[src/hw/psr_pkg.sv]
// Constants, field layout and carrier types of the special relay bank
//------------------------------------------------------------------------------
// Overview of operation
// - Fast pulse bit runs with a 10 ms period, 5 ms high, 5 ms low.
// - Tenth-second pulse bit runs with a 100 ms period, 50 ms each half.
// - One-second pulse bit runs with a 1 s period, 500 ms each half.
// - One-minute pulse bit runs with a 1 min period, 30 s each half.
// - Clock halt bit stops the real-time clock so a new time can be preset.
// - Display freeze bit stops updating of the time values presented for reading.
// - Seconds adjust bit applies a plus or minus 30 s correction to the clock.
// - Clock present status always reads as set.
// - Clock fault status is set while the real-time clock reports an error.
// - Zero flag follows whether an add or subtract result is zero.
// - Borrow flag sets when a subtract falls below the smallest negative number.
// - Carry flag sets on an add carry or a shift overflow.
// - Direction bit steers block move copies; cleared when leaving RUN for STOP.
// - Interrupts during module read/write instructions only when permit bit set.
// - Done flag sets once an operation such as a switch read completes.
// - Nine disable bits: six input interrupts, three timer interrupts, one each.
// - A request whose disable bit is set never runs its routine.
// - A request whose disable bit is clear is accepted and held pending.
// - Accepted requests dispatch at once while the global enable is in effect.
// - While globally disabled, accepted requests wait until enabled again.
//------------------------------------------------------------------------------
package psr_pkg;

	//--------------------------------------------------------------------------
	// Timing
	//--------------------------------------------------------------------------
	localparam int CLK_PERIOD_PS = 8000;
	localparam int TIMEBASE_PS   = 1000000000;
	localparam int MS_CYCLES     = TIMEBASE_PS / CLK_PERIOD_PS;
	localparam logic [15:0] HALF_10MS_MS  = 16'h0005;
	localparam logic [15:0] HALF_100MS_MS = 16'h0032;
	localparam logic [15:0] HALF_1S_MS    = 16'h01f4;
	localparam logic [15:0] HALF_1MIN_MS  = 16'h7530;

	//--------------------------------------------------------------------------
	// Register offsets
	//--------------------------------------------------------------------------
	localparam logic [7:0] REG_PULSE    = 8'h00;
	localparam logic [7:0] REG_RTC      = 8'h01;
	localparam logic [7:0] REG_FLAG     = 8'h02;
	localparam logic [7:0] REG_IRQ_DIS  = 8'h03;
	localparam logic [7:0] REG_IRQ_PEND = 8'h04;
	localparam logic [7:0] REG_IRQ_CTL  = 8'h05;

	//--------------------------------------------------------------------------
	// Field positions
	//--------------------------------------------------------------------------
	localparam int RTC_HALT_BIT    = 0;
	localparam int RTC_FREEZE_BIT  = 1;
	localparam int RTC_ADJ_BIT     = 2;
	localparam int RTC_PRESENT_BIT = 3;
	localparam int RTC_FAULT_BIT   = 4;
	localparam int FLG_ZERO_BIT    = 0;
	localparam int FLG_BORROW_BIT  = 1;
	localparam int FLG_CARRY_BIT   = 2;
	localparam int FLG_DIR_BIT     = 3;
	localparam int FLG_PERMIT_BIT  = 4;
	localparam int FLG_DONE_BIT    = 5;
	localparam int IRQ_SOURCES     = 9;

	//--------------------------------------------------------------------------
	// Reset values
	//--------------------------------------------------------------------------
	localparam logic [8:0] IRQ_DIS_RST = 9'h000;

	//--------------------------------------------------------------------------
	// Carrier types
	//--------------------------------------------------------------------------
	typedef enum logic [1:0] {
		ALU_NONE  = 2'h0,
		ALU_ADD   = 2'h1,
		ALU_SUB   = 2'h3,
		ALU_SHIFT = 2'h2
	} psr_alu_op_e;

	typedef struct packed {
		logic        valid;
		psr_alu_op_e op;
		logic        result_zero;
		logic        carry_out;
		logic        underflow;
	} psr_alu_ev_s;

endpackage

[src/hw/psr_relay_bank.sv]
// Special relay bank: timing pulses, clock control, flags, interrupt gating
module psr_relay_bank
	import psr_pkg::*;
#(
	parameter int MS_CYC = MS_CYCLES
)
(
	input  wire  logic        mclk,
	input  wire  logic        rst_n,
	input  wire  logic [7:0]  addr,
	input  wire  logic [15:0] wdata,
	input  wire  logic        wr,
	input  wire  logic        rd,
	output logic [15:0]       rdata,
	input  wire  logic        run_mode,
	input  wire  psr_alu_ev_s alu_ev,
	input  wire  logic        instr_done_evt,
	input  wire  logic        global_irq_enable_instr,
	input  wire  logic        global_irq_disable_instr,
	input  wire  logic        module_io_busy,
	input  wire  logic [8:0]  irq_req,
	input  wire  logic        rtc_error,
	output logic              pulse_10ms_bit,
	output logic              pulse_100ms_bit,
	output logic              pulse_1s_bit,
	output logic              pulse_1min_bit,
	output logic              clock_halt_preset_ctl,
	output logic              time_display_freeze_ctl,
	output logic              seconds_adjust_ctl,
	output logic              block_move_direction_bit,
	output logic              irq_dispatch,
	output logic [3:0]        irq_dispatch_id
);

	//--------------------------------------------------------------------------
	// State
	//--------------------------------------------------------------------------
	typedef struct packed {
		logic [16:0] ms_cnt;
		logic [15:0] c10;
		logic [15:0] c100;
		logic [15:0] c1s;
		logic [15:0] c1m;
		logic        p10;
		logic        p100;
		logic        p1s;
		logic        p1m;
		logic        halt;
		logic        freeze;
		logic        adj;
		logic        fault;
		logic        zero;
		logic        borrow;
		logic        carry;
		logic        dir;
		logic        permit;
		logic        done;
		logic [8:0]  dis;
		logic [8:0]  pend;
		logic        gie;
		logic        run_q;
		logic        go;
		logic [3:0]  go_id;
		logic [15:0] rdata;
	} psr_state_s;

	psr_state_s state_reg;
	psr_state_s state_next;

	//--------------------------------------------------------------------------
	// Helpers
	//--------------------------------------------------------------------------
	// Returns {wrap, next count} for a half-period counter in milliseconds
	function automatic logic [16:0] psr_half(
		input logic [15:0] cnt,
		input logic [15:0] half
	);
		if (cnt == half - 16'h0001)
			psr_half = {1'b1, 16'h0000};
		else
			psr_half = {1'b0, cnt + 16'h0001};
	endfunction

	// Lowest numbered set bit; the fixed order keeps input sources ahead
	function automatic logic [3:0] psr_first(
		input logic [8:0] v
	);
		psr_first = 4'h0;
		for (int i = IRQ_SOURCES - 1; i >= 0; i--)
			if (v[i])
				psr_first = 4'(i);
	endfunction

	//--------------------------------------------------------------------------
	// Next state
	//--------------------------------------------------------------------------
	logic        ms_tick;
	logic [16:0] h10;
	logic [16:0] h100;
	logic [16:0] h1s;
	logic [16:0] h1m;
	logic [8:0]  ready;
	logic        may_run;
	logic [3:0]  pick;
	logic [8:0]  clr;

	always_comb
	begin
		state_next = state_reg;
		state_next.adj = 1'b0;
		state_next.go = 1'b0;

		// One shared millisecond tick keeps every pulse edge aligned
		ms_tick = (state_reg.ms_cnt == 17'(MS_CYC - 1));
		state_next.ms_cnt = ms_tick ? 17'h00000
			: state_reg.ms_cnt + 17'h00001;
		h10  = psr_half(state_reg.c10, HALF_10MS_MS);
		h100 = psr_half(state_reg.c100, HALF_100MS_MS);
		h1s  = psr_half(state_reg.c1s, HALF_1S_MS);
		h1m  = psr_half(state_reg.c1m, HALF_1MIN_MS);
		if (ms_tick)
		begin
			state_next.c10  = h10[15:0];
			state_next.c100 = h100[15:0];
			state_next.c1s  = h1s[15:0];
			state_next.c1m  = h1m[15:0];
			state_next.p10  = state_reg.p10 ^ h10[16];
			state_next.p100 = state_reg.p100 ^ h100[16];
			state_next.p1s  = state_reg.p1s ^ h1s[16];
			state_next.p1m  = state_reg.p1m ^ h1m[16];
		end

		state_next.fault = rtc_error;

		// Software writes first, so hardware events below win a collision
		if (wr)
		begin
			case (addr)
				REG_RTC:
				begin
					state_next.halt   = wdata[RTC_HALT_BIT];
					state_next.freeze = wdata[RTC_FREEZE_BIT];
					state_next.adj    = wdata[RTC_ADJ_BIT];
				end
				REG_FLAG:
				begin
					state_next.zero   = wdata[FLG_ZERO_BIT];
					state_next.borrow = wdata[FLG_BORROW_BIT];
					state_next.carry  = wdata[FLG_CARRY_BIT];
					state_next.dir    = wdata[FLG_DIR_BIT];
					state_next.permit = wdata[FLG_PERMIT_BIT];
					state_next.done   = wdata[FLG_DONE_BIT];
				end
				REG_IRQ_DIS:
					state_next.dis = wdata[8:0];
				default:
					state_next.dis = state_reg.dis;
			endcase
		end

		// Arithmetic flags
		if (alu_ev.valid)
		begin
			case (alu_ev.op)
				ALU_ADD:
				begin
					state_next.zero  = alu_ev.result_zero;
					state_next.carry = alu_ev.carry_out;
				end
				ALU_SUB:
				begin
					state_next.zero   = alu_ev.result_zero;
					state_next.borrow = alu_ev.underflow;
				end
				ALU_SHIFT:
					state_next.carry = alu_ev.carry_out;
				default:
					state_next.zero = state_next.zero;
			endcase
		end
		if (instr_done_evt)
			state_next.done = 1'b1;

		// Leaving RUN for STOP drops the move direction
		state_next.run_q = run_mode;
		if (state_reg.run_q && !run_mode)
			state_next.dir = 1'b0;

		// Global enable: a disable in the same cycle wins
		if (global_irq_enable_instr)
			state_next.gie = 1'b1;
		if (global_irq_disable_instr)
			state_next.gie = 1'b0;

		// Dispatch one pending source per cycle while allowed
		ready = state_reg.pend & ~state_reg.dis;
		may_run = state_reg.gie
			&& !(module_io_busy && !state_reg.permit)
			&& (ready != 9'h000);
		pick = psr_first(ready);
		clr = may_run ? (9'h001 << pick) : 9'h000;
		state_next.go = may_run;
		state_next.go_id = may_run ? pick : state_reg.go_id;
		// New requests are ORed after the clear so none is lost
		state_next.pend = (state_reg.pend & ~clr)
			| (irq_req & ~state_reg.dis);

		// Read data stand only in the cycle after the strobe
		state_next.rdata = 16'h0000;
		if (rd)
		begin
			case (addr)
				REG_PULSE:
					state_next.rdata = {12'h000, state_reg.p1m,
						state_reg.p1s, state_reg.p100, state_reg.p10};
				REG_RTC:
					state_next.rdata = {11'h000, state_reg.fault,
						1'b1, 1'b0, state_reg.freeze,
						state_reg.halt};
				REG_FLAG:
					state_next.rdata = {10'h000, state_reg.done,
						state_reg.permit, state_reg.dir,
						state_reg.carry, state_reg.borrow,
						state_reg.zero};
				REG_IRQ_DIS:
					state_next.rdata = {7'h00, state_reg.dis};
				REG_IRQ_PEND:
					state_next.rdata = {7'h00, state_reg.pend};
				REG_IRQ_CTL:
					state_next.rdata = {15'h0000, state_reg.gie};
				default:
					state_next.rdata = 16'h0000;
			endcase
		end
	end

	//--------------------------------------------------------------------------
	// Registers
	//--------------------------------------------------------------------------
	always_ff @(posedge mclk or negedge rst_n)
	begin
		if (!rst_n)
		begin
			state_reg <= '0;
			state_reg.dis <= IRQ_DIS_RST;
		end
		else
			state_reg <= state_next;
	end

	//--------------------------------------------------------------------------
	// Outputs
	//--------------------------------------------------------------------------
	assign rdata                    = state_reg.rdata;
	assign pulse_10ms_bit           = state_reg.p10;
	assign pulse_100ms_bit          = state_reg.p100;
	assign pulse_1s_bit             = state_reg.p1s;
	assign pulse_1min_bit           = state_reg.p1m;
	assign clock_halt_preset_ctl    = state_reg.halt;
	assign time_display_freeze_ctl  = state_reg.freeze;
	assign seconds_adjust_ctl       = state_reg.adj;
	assign block_move_direction_bit = state_reg.dir;
	assign irq_dispatch             = state_reg.go;
	assign irq_dispatch_id          = state_reg.go_id;

endmodule // psr_relay_bank

[config.mk]
export PLATFORM = sky130hd
export DESIGN_NAME = psr_relay_bank
export DESIGN_NICKNAME = d
export VERILOG_FILES = /design/src/hw/psr_pkg.sv /design/src/hw/psr_relay_bank.sv
export SDC_FILE = /design/constraint.sdc
export NUM_CORES = 1
export LEC_CHECK = 0
export BUFFER_PORTS_ARGS = -buffer_cell sky130_fd_sc_hd__buf_2
export CELL_PAD_IN_SITES_DETAIL_PLACEMENT = 0
export CELL_PAD_IN_SITES_GLOBAL_PLACEMENT = 1
export CORE_MARGIN = 4
export CORE_UTILIZATION = 41
export CTS_CLUSTER_SIZE = 30
export DETAILED_ROUTE_END_ITERATION = 7
export PLACE_DENSITY_LB_ADDON = 0.1
export REMOVE_ABC_BUFFERS = 1
export SLEW_MARGIN = 20
export SYNTH_ARGS = -nofsm -noshare
export SYNTH_HDL_FRONTEND = slang
export SYNTH_SLANG_ARGS = --single-unit
[constraint.sdc]
create_clock -name mclk -period 2 [get_ports mclk]
set_clock_uncertainty 0.05 [all_clocks]
set_input_delay 0.4 -clock mclk [delete_from_list [all_inputs] [get_ports mclk]]
set_output_delay 0.4 -clock mclk [all_outputs]
set_load 0.05 [all_outputs]
# Word-level counts from Yosys, hierarchy flattened
# Cells that the tools add are included.
[totals] word_cells=106 out_inout_bits=29 regBits=136 input_bits=49
[classes] n_shift=1 n_addsub=5 n_reduce_logical=21 muxes=30 bitwise=10 eq_ne=13
[ops] op="$mux W17" n=5
[ops] op="$add A16 B1 Y16 const B" n=4
[ops] op="$pmux W9 S6" n=1
[ops] op="$mux W4" n=9
[ops] op="$and A9 B9 Y9" n=3
[ops] op="$mux W9" n=3
[ops] op="$not A9 Y9" n=2
[ops] op="$add A17 B1 Y17 const B" n=1
[ops] op="$eq A17 B17 Y1 const B" n=1
[ops] op="$eq A16 B15 Y1 const B" n=1
[ops] op="$eq A16 B3 Y1 const B" n=1
[ops] op="$eq A16 B6 Y1 const B" n=1
[ops] op="$eq A16 B9 Y1 const B" n=1
[ops] op="$eq A8 B2 Y1 const B" n=2
[ops] op="$eq A8 B3 Y1 const B" n=2
[ops] op="$mux W15" n=1
[ops] op="$reduce_and A2 Y1" n=5
[ops] op="$reduce_bool A2 Y1" n=5
[ops] op="$mux W1" n=9
[ops] op="$or A9 B9 Y9" n=1
[ops] op="$reduce_bool A9 Y1" n=1
[ops] op="$shl A1 B4 Y9 const A" n=1
[ops] op="$eq A8 B1 Y1 const B" n=1
[ops] op="$logic_not A8 Y1" n=1
[ops] op="other kinds (8)" n=18

# Longest topological paths before layout
# Gate-level depths: netlist (run 1).
[depth] ltp_word=16 mapped_depth=8 depth_no_buf=7

# Worst setup path before layout (run 1)
# Ideal clock, no wire load.
[synth_path] path_kind="flip-flop to flip-flop" start="register state_reg[59] (netlist name)" end="register state_reg[68] (netlist name)" setup_time_ns=0.119 stages_incl_launch_ff=6 arrival_ns=1.846 setup_slack_ns=-0.015 n_path_buf=0 period_less_slack_ns=2.015 required_time_ns=1.831 cell_sequence="dfrtp_1 or4b_1 nor4_4 nand2b_4 or3b_1 a21bo_1"
[synth_between] elab_chain_len=2 word_cells_on_any_way=3 cone_classes="add/sub (1); eq/ne (1); mux (1)"
[synth_lines] element="start: declaration" line="psr_relay_bank.sv:67" text="psr_state_s state_reg;"
[synth_lines] element="start signal: assignment" line="psr_relay_bank.sv:248" text="state_reg <= state_next;"
[synth_lines] element="$add A16 B1 Y16 or $eq A16 B15 Y1 (tied branches)" line="psr_relay_bank.sv:81, psr_relay_bank.sv:78"
[synth_lines] element="$mux W17 (*)" line="psr_relay_bank.sv:78" text="if (cnt == half - 16'h0001)"
# Every way passes the cells marked *; elsewhere a longest branch is shown, timed or not.
# A chain may end at the register's enable or synchronous reset.

# Worst setup path after layout (run 1)
[layout_path] start="register state_reg[23] (netlist name)" end="register state_reg, in the netlist irq_dispatch_id[0]"
[layout_between] elab_chain_len=3 word_cells_on_any_way=4 cone_classes="mux (1); bitwise (1); reduce/logical (2)"
[layout_lines] element="$and A9 B9 Y9" line="psr_relay_bank.sv:196" text="ready = state_reg.pend & ~state_reg.dis;"
[layout_lines] element="$reduce_bool A9 Y1" line="psr_relay_bank.sv:199" text="&& (ready != 9'h000);"
[layout_lines] element="$logic_and A1 B1 Y1" line="psr_relay_bank.sv:199"
[layout_lines] element="net may_run" line="psr_relay_bank.sv:103" text="logic may_run;"
# The timed path passes the listed nets, and every way through them passes these cells.

==> results of run 1 <==
layer usage:
layer	up-vias	track usage, %	part of all wire [%]
li1	2418	-	-
met1	2407	23.0	47
met2	89	28.4	49
met3	13	4.60	3.8
met4	0	5.66	0.84
met5	-	0	0
final cells by class:
type | instances | area (sq um) | share of cell area, %
inverters | 27 | 101 | 1.25
well taps | 188 | 235 | 2.90
clock buffers | 18 | 439 | 5.41
flip-flops and latches | 129 | 3230 | 39.8
multi-input cells | 430 | 2990 | 36.8
clock inverters | 14 | 234 | 2.88
repair buffers | 132 | 891 | 11.0
synth_stat cells (all sizes together) (14+ instances only):
cell type,instances,area share [%]
xnor2,34,4.7
inv,27,1.6
nor2,46,2.7
nand3,36,2.9
o21ai,47,3.7
nand4,14,1.5
dfrtp,129,51
xor2,18,2.5
buf,22,2.6
nand2,42,2.5
mux2,19,3.4
a21oi,14,1.1
and3,14,1.4
power by group through the flow:
stage / Combinational (W) / Sequential (W) / Clock (W)
2_1_floorplan: 0.000123 / 0.00275 / 0
3_3_place_gp: 0.000334 / 0.00272 / 0
3_5_place_dp: 0.000341 / 0.00272 / 0
4_1_cts: 0.000344 / 0.00267 / 0.00361
5_1_grt: 0.000377 / 0.00267 / 0.00375
6_report: 0.000339 / 0.00267 / 0.00352
cells by family (layout without fill, tap and decap cells):
group                      count (synthesis)  after routing
DFF                                      129            129
AOI/OAI and AO/OA                        106            106
buffers and inverters                     61            191
muxes                                     28             28
adders and majority gates                  9              9
and+or+nand+nor                          228            228
other                                      1              7
xor gates and xnor gates                  52             52
worst reg2reg max path, cell delays in order, from the launching register on:
cell and delay, ns:
dfrtp_1 0.39, nor2b_1 0.15, or2_2 0.32, or3_4 0.39
o21a_1 0.21, mux2_1 0.30
worst max-delay path by stage:
stage	cells past startpoint	end	slack [ns]	from
5_1_grt	6	state_reg[110]$_DFFE_PN0N_	-0.04	state_reg[122]$_DFF_PN0_
6_report	5	irq_dispatch_id[0]$_DFFE_PN0P_	0.07	state_reg[23]$_DFF_PN0_
3_5_place_dp	7	state_reg[82]$_DFFE_PN0N_	-0.15	state_reg[122]$_DFF_PN0_
3_3_place_gp	7	state_reg[82]$_DFFE_PN0N_	-0.12	state_reg[122]$_DFF_PN0_
4_1_cts	6	state_reg[90]$_DFFE_PN0N_	-0.03	state_reg[128]$_DFF_PN0_
2_1_floorplan	6	state_reg[113]$_DFFE_PN0N_	-0.43	state_reg[119]$_DFF_PN0_
cell usage in the layout (no fill, tap or decap), drive strengths merged, types with 4 or more instances in the layout:
cell        n
dfrtp     129
a32oi       4
conb        7
o31ai       9
nor4       11
clkbuf     18
nor2       46
nand2b     11
xnor2      34
nand2      42
nand3      36
nor3       13
and3       14
o21ai      47
inv        28
and4        9
mux2       19
a22oi       4
xor2       18
buf       131
nor2b      10
nand4      14
a21oi      14
clkinvlp    4
ha          9
mux2i       8
bufinv      6
a31oi       8
stage by stage:
step                setup TNS [ns]  setup slack, ns  instances
floorplan                    -6.51           -0.434        586
global placement             -1.42           -0.116        901
detailed placement           -2.04           -0.154        901
CTS                        -0.0333          -0.0333        934
global route                -0.126          -0.0374        938
finish                           0           0.0714        938
repair_timing:
action | 4_1_cts | 5_1_grt
hold endpoints to repair | 3 | 0
pin swaps | 2 | 10
setup buffers | 0 | 4
cloned | 0 | 0
endpoints found under the setup margin | 24 | 34
resized for setup | 5 | 32
hold buffers | 1 | 0
==> summary.md, run 1 <==
The synthesized-area fraction occupied by and/or/nand/nor cells is 20.4%, and the peak supply drop is 0.641 mV. For the placement row count, the log shows 45. The data arrival time of the critical path came out at 2.17 ns.

The H-tree was split into 4 levels. The worst-skew pair later-pin latency was 0.41 ns. The mux contribution to synthesized area works out to 4.96%.

The number of detailed-route iterations in the first pass is 5, and the clock sink count is 129. The number of vias per cell after detailed routing was 5.25; the pin count of the biggest net entering global routing was 93. The start of the worst register-to-register path is state_reg[23]$_DFF_PN0_.

Traced cell by cell, the critical path runs through nor2b_1, or2_2, or3_4, o21a_1, mux2_1. Counting the buffers created by CTS gives 17. The run finished with clean final reports. The starting DRC count in detailed routing is 297, and the net count reported at finish is 795. At the pin with the least slew margin, the transition time is 0.523 ns. The switching part of the total was 21.5%; the die height was 133 um. The via count of the first global-routing pass came out at 5021. The xor/xnor share of the synthesized area is 7.13%.

Among all stages on the critical path, the largest delay is contributed by dfrtp_1. The number of buffers inserted by port buffering works out to 63. In this design, the largest share of critical-path delay is due to simple AND/OR/NAND/NOR gates. TritonCTS built the clock tree. The fraction of final layout cells sized beyond drive strength 1 was 29.1%. The max-cap violation count was 0; the number of flip-flops in the largest register was 107. The tightest hold path in the finished design has a slack of 0.0440 ns.

Once detailed placement completed, the half-perimeter wirelength came to 10500 um. The count of cells along the worst hold path is 1. The average wire per standard cell was 16.0 um. The worst setup path is captured at a flip-flop. Final period utilization: 96.4%. The class of the tightest hold or removal check was input port to flip-flop. Largest family of logic cells by synthesized area: simple AND/OR/NAND/NOR gates. The startpoint type of the worst setup path is a flip-flop. Summed over all cells, the static leakage comes to 3.84 nW. In this run the power density over the cells is 805 nW/um^2.

Of all nets on the critical path, the largest fanout is 3. The width of the die was 133 um; the clock share of power was 53.9%. Measured against its own limit, the worst slew margin works out to 65.2%. The run gives 519 MHz as the highest clock frequency the design can meet. The number of synthesized flops with an enable pin came out at 0. Setup repair after global routing could not meet its margin everywhere. The shortest period the worst path allows was 1.93 ns.

By startpoint and endpoint, the worst setup path is classified as flip-flop to flip-flop. The final antenna-violating net count is 0. The cell area after synthesis is 6380 sq um, and the die footprint is 17600 sq um. 78 I/O pins were placed. The area growth from synthesis to final layout is 27.2%, and the post-placement cell area is 7250 sq um. At the worst endpoint, the required time is 2.24 ns. The maximum single-stage delay on the critical path works out to 0.39 ns. The endpoint of the most critical register-to-register path is irq_dispatch_id[0]$_DFFE_PN0P_. The internal portion of the total power is 0.00513 W.

The compound-cell area share of the yosys netlist is 10.2%. For this block, the routed nets add up to 15000 um of wire. The number of buffers and inverters on the critical path is 0. The post-layout utilization of the core was 53.4%; the wire length of the first global-routing pass was 24900 um. The number of instances in the synthesized netlist is 614, and the initial antenna violation count is 0. For the switching power summed over all nets, the log shows 0.00140 W. The tools report the minimum setup slack among reg-to-reg paths as 0.07 ns.

The Yosys warning count is 0, and the count of fill cells added during filler insertion is 1345. The power share of the sequential group was 40.9%; the antenna diode count was 0. Primary flip-flop cell chosen by synthesis mapping: dfrtp_1. The tools report the start point of the worst min-delay path as rtc_error. Number of synthesized register bits: 129. The final max-slew violation count came out at 0.

Cell at the root of the clock tree: clkbuf_16. Setup violations remaining at the end of the flow were counted as 0. The worst register-to-register path has a depth of 5. No sink is reached through more buffers than the 2 on the longest clock path. The total area inside the core boundary comes to 15200 sq um. The total track usage came out at 17.5%. Clock-pin slew was measured on the worst setup and hold paths at 0.06 ns.

The mean post-synth cell area was 10.4 sq um; the share of flip-flops with an asynchronous set or reset was 100%. The portion of the post-synthesis area used by sequential elements was 50.6%; the post-route DRC violation count was 0. Of the total synthesized cell area, the portion taken by full adders, half adders and majority gates is 1.76%. The detailed router placed 4927 vias in this run. After layout, the design draws a total of 0.00653 W.

For the initial core utilization, the log shows 42.0%. The endpoint of the worst hold path was state_reg[47]$_DFF_PN0_. The final count of hold timing violations came out at 0. The area of all placed cells without fillers is 8120 sq um, and the routability-driven placement congestion ratio is 0.798. The share of power burned in combinational logic is 5.2%. Global routing finished with a remaining overflow of 0. The count of different cell masters after synthesis was 66.
Power figures use the tool's default switching activity.
==> inputs of run 2 (changes only) <==
--- a/config.mk
+++ b/config.mk
@@ -5,15 +5,16 @@
 export SDC_FILE = /design/constraint.sdc
 export NUM_CORES = 1
 export LEC_CHECK = 0
-export BUFFER_PORTS_ARGS = -buffer_cell sky130_fd_sc_hd__buf_2
 export CELL_PAD_IN_SITES_DETAIL_PLACEMENT = 0
 export CELL_PAD_IN_SITES_GLOBAL_PLACEMENT = 1
 export CORE_MARGIN = 4
-export CORE_UTILIZATION = 41
+export CORE_UTILIZATION = 45
 export CTS_CLUSTER_SIZE = 30
 export DETAILED_ROUTE_END_ITERATION = 7
+export DONT_BUFFER_PORTS = 1
 export PLACE_DENSITY_LB_ADDON = 0.1
 export REMOVE_ABC_BUFFERS = 1
+export SETUP_SLACK_MARGIN = 0.1
 export SLEW_MARGIN = 20
 export SYNTH_ARGS = -nofsm -noshare
 export SYNTH_HDL_FRONTEND = slang
==> run 2 against run 1 <==
Effect of this change:
- the flow now finishes with violations (negative hold slack)
- fmax up 2.8%
- global-route usage up 0.58 points
- die area down 8.4%
- critical path depth up 1
- largest power group unchanged
- combinational power down 47%
- clock power down 12%
- critical path type unchanged
- cell area down 3.9%
- via count down 4.8%
- setup slack better by 0.053 ns
- cell count down 8.0%
- sequential power about the same
==> summary.md, run 2 (synthesis results as in run 1) <==
The clock reaches the later pin of the worst-skew pair after 0.42 ns. The number of CTS-inserted buffers was 17; the post-route DRC violation count was 0. VDD sags by at most 0.603 mV.

TritonCTS built the clock tree. The via count of the first global-routing pass was 4722. Cells with a size suffix above 1 make up 23.7% of the layout. The initial antenna violation count was 0. The run gives 3230 sq um as the sequential cell area. Clock-pin slew was measured on the worst setup and hold paths at 0.06 ns. Leaving out fill and tap cells, the most frequent cell in the layout is dfrtp_1. Critical path capture point type: a flip-flop. 0 antenna diodes ended up in the layout. The routability-driven placement congestion ratio came out at 0.841. Headroom to the max-slew limit came out at 60.3%.

The top cell types in the final layout, fill and taps aside, are 128 x dfrtp_1, 51 x buf_4, 42 x nand2_1, 42 x nor2_1, 39 x o21ai_0. The area taken by multi-input logic gates is 3100 sq um. Placement row count: 43.

The worst-path cell with the longest stage delay is dfrtp_1. The final antenna-violating net count is 0. The pin count of the biggest net entering global routing was 130. The via count came out at 4692.

The finished cells cover 7800 sq um. The data arrival time of the critical path was 2.18 ns; the area growth from synthesis to final layout was 22.2%. Final count of hold timing violations: 129.

The cell family contributing the most delay on the critical path is simple AND/OR/NAND/NOR gates. The number of flip-flops in the largest register came out at 107. Dividing total power by cell area gives a power density of 766 nW/um^2. After the flow finishes, the layout carries non-filler instances totaling 863. Subtracting the final worst setup slack from the clock period gives 1.88 ns.

The overall routed net length is 14300 um. The aggregate global routing overflow is 0, and the depth of the critical timing path with buffers and inverters included is 6. The critical-path maximum fanout is 5, and the count of fill cells added during filler insertion is 1195.

The first global-routing pass estimated 23500 um of wire. In the final routed layout, each cell accounts on average for 16.6 um. The run gives 533 MHz as the highest clock frequency the design can meet. The cell at the root of the clock tree is clkbuf_16. In this run, the number of DRC markers left after iteration 0 of detailed routing was 191. The logs give 2.31 ns for the data required time at the worst endpoint and 3.57 nW for the total leakage power. The clock sink count was 129.

The path class of the tightest hold or removal check is input port to asynchronous set/reset pin. Setup violations remaining at the end of the flow were counted as 0. By startpoint and endpoint, the worst setup path is classified as flip-flop to flip-flop.

At the pin with the least slew margin, the transition time is 0.596 ns. The placed instances occupy a cell area of 6820 sq um. Hold repair after CTS inserted 3 buffers. Before antenna repair, the detailed router went through 4 iterations. The checks that failed: negative hold slack.

The width of the die was 127 um; the top-level port count was 78. The maximum single-stage delay on the critical path was 0.41 ns; the total track usage was 18.1%. The worst setup path is launched from a flip-flop. At the end of the flow, the number of nets in the layout was 728. The run gives 16200 sq um as the die footprint.

Walking the worst path, the cells encountered are nor4b_4, and4_4, buf_6, nand2b_4, or3b_1, a21bo_1. The flow ran to the end, but the final reports show violations. The final max-slew violation count was 0; the number of H-tree levels was 4.

The logs give 2 for the number of buffers on the longest clock path and -0.371 ns for the worst hold-check slack. The number of cells in the design after placement was 818; the final period utilization was 93.8%. The initial core utilization is 46.0%, and the die height is 127 um. The max-cap violation count came out at 0. For the worst flop-to-flop path, the logic depth is 6. The placed wire-length estimate after detailed placement is 9820 um. The number of vias per cell after detailed routing works out to 5.44. The region available for standard cell placement spans 13900 sq um.

The number of buffers inserted by port buffering came out at 0. Setup repair after global routing could not meet its margin everywhere. The buffering stage count on the worst path with inverters included came out at 1.
## run 2: final cells by class
| class | count | share of cell area (%) |
|---|---|---|
| Inverter | 27 | 1.30 |
| Tap cell | 180 | 2.89 |
| Sequential cell | 129 | 41.4 |
| Multi-Input combinational cell | 430 | 39.7 |
| Clock inverter | 15 | 2.15 |
| Timing Repair Buffer | 65 | 7.09 |
| Clock buffer | 17 | 5.45 |
## run 2: what timing repair did
item                                    in CTS  in global routing
setup buffers                                2                  8
endpoints found under the setup margin      36                 48
hold endpoints to repair                   132                129
pin swaps                                    6                 29
gates resized for setup                      7                 65
## run 2: path summary, 6_finish.rpt
check	startpoint	to	slack (ns)
worst min register to register	state_reg[21]$_DFF_PN0_	block_move_direction_bit$_DFFE_PN0P_	0.37
min in group mclk	instr_done_evt	state_reg[41]$_DFFE_PN0P_	0.04
worst max-delay path	state_reg[126]$_DFF_PN0_	state_reg[68]$_DFFE_PN0N_	0.12
max in group asynchronous	rst_n	state_reg[74]$_DFFE_PN0N_	2.13
worst max register to register	state_reg[126]$_DFF_PN0_	state_reg[68]$_DFFE_PN0N_	0.12
worst min-delay path	rst_n	state_reg[132]$_DFF_PN0_	-0.37
## run 2: power by group
part	internal, W	leakage [nW]	switching (W)	total (W)
combinational	0.0000798	1.57	0.000101	0.000180
sequential	0.00265	1.72	0.0000572	0.00270
clock	0.00195	0.285	0.00114	0.00309
total	0.00467	3.57	0.00130	0.00597
## run 2: through the flow
step                      power (W)  utilization, %  setup WS (ns)  setup TNS [ns]
after floorplan             0.00287               -         -0.434           -6.51
after global placement      0.00291            49.1        -0.0912          -0.696
after detailed placement    0.00292            49.1         -0.119           -1.36
after CTS                   0.00605            54.0         0.0516               0
after global routing        0.00620            56.2         0.0141               0
final                       0.00597            56.2          0.124               0
## run 2: worst register-to-register path, cell delays in order (launching register included)
cell	delay [ns]
dfrtp_1	0.41
nor4b_4	0.33
and4_4	0.34
buf_6	0.13
nand2b_4	0.05
or3b_1	0.34
a21bo_1	0.18
## run 2: metal layers
layer	routed length [um]	share of wire, %	global-route usage, %	up-vias
met4	267	1.9	6.75	0
li1	-	-	-	2277
met2	6980	49	28.7	86
met3	546	3.8	4.77	19
met1	6520	46	23.9	2310
met5	0	0	0	-
==> inputs of run 3 (changes only) <==
--- a/config.mk
+++ b/config.mk
@@ -12,7 +12,7 @@
 export CTS_CLUSTER_SIZE = 30
 export DETAILED_ROUTE_END_ITERATION = 7
 export DONT_BUFFER_PORTS = 1
-export PLACE_DENSITY_LB_ADDON = 0.1
+export PLACE_DENSITY = 0.76
 export REMOVE_ABC_BUFFERS = 1
 export SETUP_SLACK_MARGIN = 0.1
 export SLEW_MARGIN = 20
==> run 3 against run 2 <==
Effect of this change:
- the run still ends with negative hold slack left
- combinational power grew 5%
- wire length shrank 2.6%
- cell area grew 0.18%
- first-iteration DRC count rose by 20%
- die area unchanged
- via count up 1.3%
- total power down 3.1%
- non-clock buffer count up 5
- critical path depth did not move
- register-to-register slack lost 0.07 ns
- critical path type unchanged
==> summary.md, run 3 (synthesis results as in run 1) <==
The flow ran to the end, but the final reports show violations. The final reports fail on negative hold slack. TritonCTS built the clock tree. For this run, design rule violations remaining after detail routing come to 0. For the setup-violating endpoint count in the final report, the log shows 0.

Global routing used 17.4% of the available tracks. The number of cells on the worst reg-to-reg path was 6. In this run the power density over the cells is 741 nW/um^2. The critical-path maximum fanout was 4.

The min-delay analysis places its worst path in the category input port to asynchronous set/reset pin. The wire length of the first global-routing pass is 22900 um, and the final max-slew violation count is 0. After clock tree synthesis, the flow added hold-fix buffers numbering 3. In the layout the commonest cells are 128 x dfrtp_1, 58 x buf_4, 41 x nand2_1.

The number of buffers inserted by port buffering was 0; the total negative slack was 0 ns. The net count reported at finish was 733; the shortest period the worst path allows was 1.94 ns. Via count of the first global-routing pass: 4764. The die height is 127 um. The endpoint of the most critical register-to-register path was state_reg[65]$_DFFE_PN0N_.

The tools report the critical path capture point type as a flip-flop. The buffering stage count on the worst path with inverters included is 1, and the floorplan core area is 13900 sq um. The number of H-tree levels was 4; the max-cap violation count was 0. For the pin with the worst max-slew slack, the measured transition is 0.587 ns. The run gives 46.0% as the initial core utilization. The final critical path takes up 97.2% of the cycle. The floorplan step defined a die boundary enclosing 16200 sq um.

The area growth from synthesis to final layout came out at 22.4%. 78 I/O pins were placed. The clock drives 129 sinks. The maximum single-stage delay on the critical path was 0.55 ns. The kind of cell adding the most delay to the critical path was simple AND/OR/NAND/NOR gates. The later pin in the worst-skew pair is clocked with a latency of 0.41 ns. Entering global routing, the biggest net connects 130 pins. The number of flip-flops in the largest register was 107; the relative slew slack was 60.9%. The worst-path cell with the longest stage delay was or4b_4. The initial antenna violation count came out at 0.

The run gives 0 as the final antenna-violating net count. The logs give 129 for the final count of hold timing violations and 2 for the number of buffers on the longest clock path. The overall routed net length was 14000 um; the CTS clock-pin slew for the worst setup and hold paths was 0.05 ns.

The width of the die was 127 um; the fraction of final layout cells sized beyond drive strength 1 was 23.8%. The signal on the critical path passes through or4b_4, nor4_4, buf_4, a41oi_2, o21ai_1, o31ai_1. Cells fill 56.3% of the core in the end. The number of vias per cell after detailed routing works out to 5.49.

STA puts the critical path data arrival time at 2.18 ns. Routability-driven placement congestion ratio: 0.805. The startpoint identified for the worst register-to-register timing path is state_reg[59]$_DFFE_PN0N_. Clock tree synthesis selected as its root buffer the cell clkbuf_16. Counting the buffers created by CTS gives 17. Derived from the worst setup path, the maximum achievable clock frequency is 515 MHz. The most common library cell in the layout ignoring fill and taps was dfrtp_1. The run gives 0 as the aggregate global routing overflow.

The placed wire-length estimate after detailed placement is 9430 um, and the average wire per standard cell is 16.1 um. The peak supply drop is 0.574 mV. The run gives 0.06 ns as the minimum setup slack among reg-to-reg paths. The logs give 0 for the antenna diode count and 2.24 ns for the data required time at the worst endpoint. Setup repair after global routing could not meet its margin everywhere.

The worst setup path is launched from a flip-flop. The tools report the worst hold-check slack as -0.354 ns. The logs give 5 for the number of detailed-route iterations in the first pass and 43 for the placement row count. The via count is 4755. The first routing iteration left 229 violations. Summed over all cells, the static leakage comes to 3.58 nW.

The critical path in this run is classified as flip-flop to flip-flop.
[run 3: cell types whose count changed in the layout (fill, tap and decap cells not counted), sizes merged]
cell | previous run | this run
clkinvlp | 4 | 0
buf | 62 | 65
clkbuf | 17 | 26
inv | 28 | 27
bufinv | 3 | 1
clkinv | 7 | 5
[run 3: area by class of cell]
cell class | instances | area (sq um)
clock buffer | 24 | 502
inverter | 27 | 101
sequential | 129 | 3230
fill | 1200 | 6070
clock inverter | 6 | 55.1
tap | 180 | 225
multi-input combinational | 430 | 3090
timing repair buffer | 70 | 612
[run 3: timing repair]
action                                  in CTS  in global routing
resized for setup                           13                 58
endpoints found under the hold margin      132                129
pin swaps                                    8                 19
endpoints found under the setup margin      39                 55
buffers inserted                             2                 14
cloned                                       0                  2
[run 3: worst reg2reg max path, delay by kind of cell (launching register included)]
| family | cells | cell delay (ns) |
|---|---|---|
| flip-flops | 1 | 0.39 |
| AND/OR/NAND/NOR | 2 | 0.91 |
| AO/OA/AOI/OAI | 3 | 0.27 |
| buffers and inverters | 1 | 0.21 |
[run 3: worst max path at each step]
stage | startpoint | end | slack, ns | cells past startpoint
2_1_floorplan | state_reg[119]$_DFF_PN0_ | state_reg[113]$_DFFE_PN0N_ | -0.43 | 6
3_3_place_gp | addr[3] | state_reg[39]$_DFFE_PN0P_ | -0.12 | 5
3_5_place_dp | addr[3] | state_reg[33]$_DFFE_PN0P_ | -0.13 | 5
4_1_cts | state_reg[126]$_DFF_PN0_ | state_reg[102]$_DFFE_PN0N_ | 0.05 | 7
5_1_grt | state_reg[59]$_DFFE_PN0N_ | state_reg[65]$_DFFE_PN0N_ | -0.07 | 6
6_report | state_reg[59]$_DFFE_PN0N_ | state_reg[65]$_DFFE_PN0N_ | 0.06 | 6
[run 3: report_power, final]
part	total, W	switching, W	leakage, nW	internal (W)
Clock	0.00289	0.00105	0.281	0.00185
Combinational	0.000189	0.000102	1.58	0.0000873
Sequential	0.00271	0.0000571	1.72	0.00265
Total	0.00579	0.00120	3.58	0.00458
[run 3: per-stage QoR]
stage	setup WS [ns]	total power (W)	cells	area (sq um)
floorplan	-0.434	0.00287	586	6190
global placement	-0.115	0.00292	815	6790
detailed placement	-0.127	0.00292	815	6790
CTS	0.0527	0.00584	850	7430
global route	-0.0697	0.00600	866	7820
finish	0.0568	0.00579	866	7820
[run 3: layer usage]
| layer | routed length [um] | global-route usage [%] | vias to the layer above |
|---|---|---|---|
| met3 | 709 | 4.60 | 17 |
| met4 | 227 | 6.44 | 0 |
| met1 | 6030 | 22.6 | 2348 |
| met2 | 6990 | 28.3 | 112 |
| met5 | 0 | 0 | - |
| li1 | - | - | 2278 |
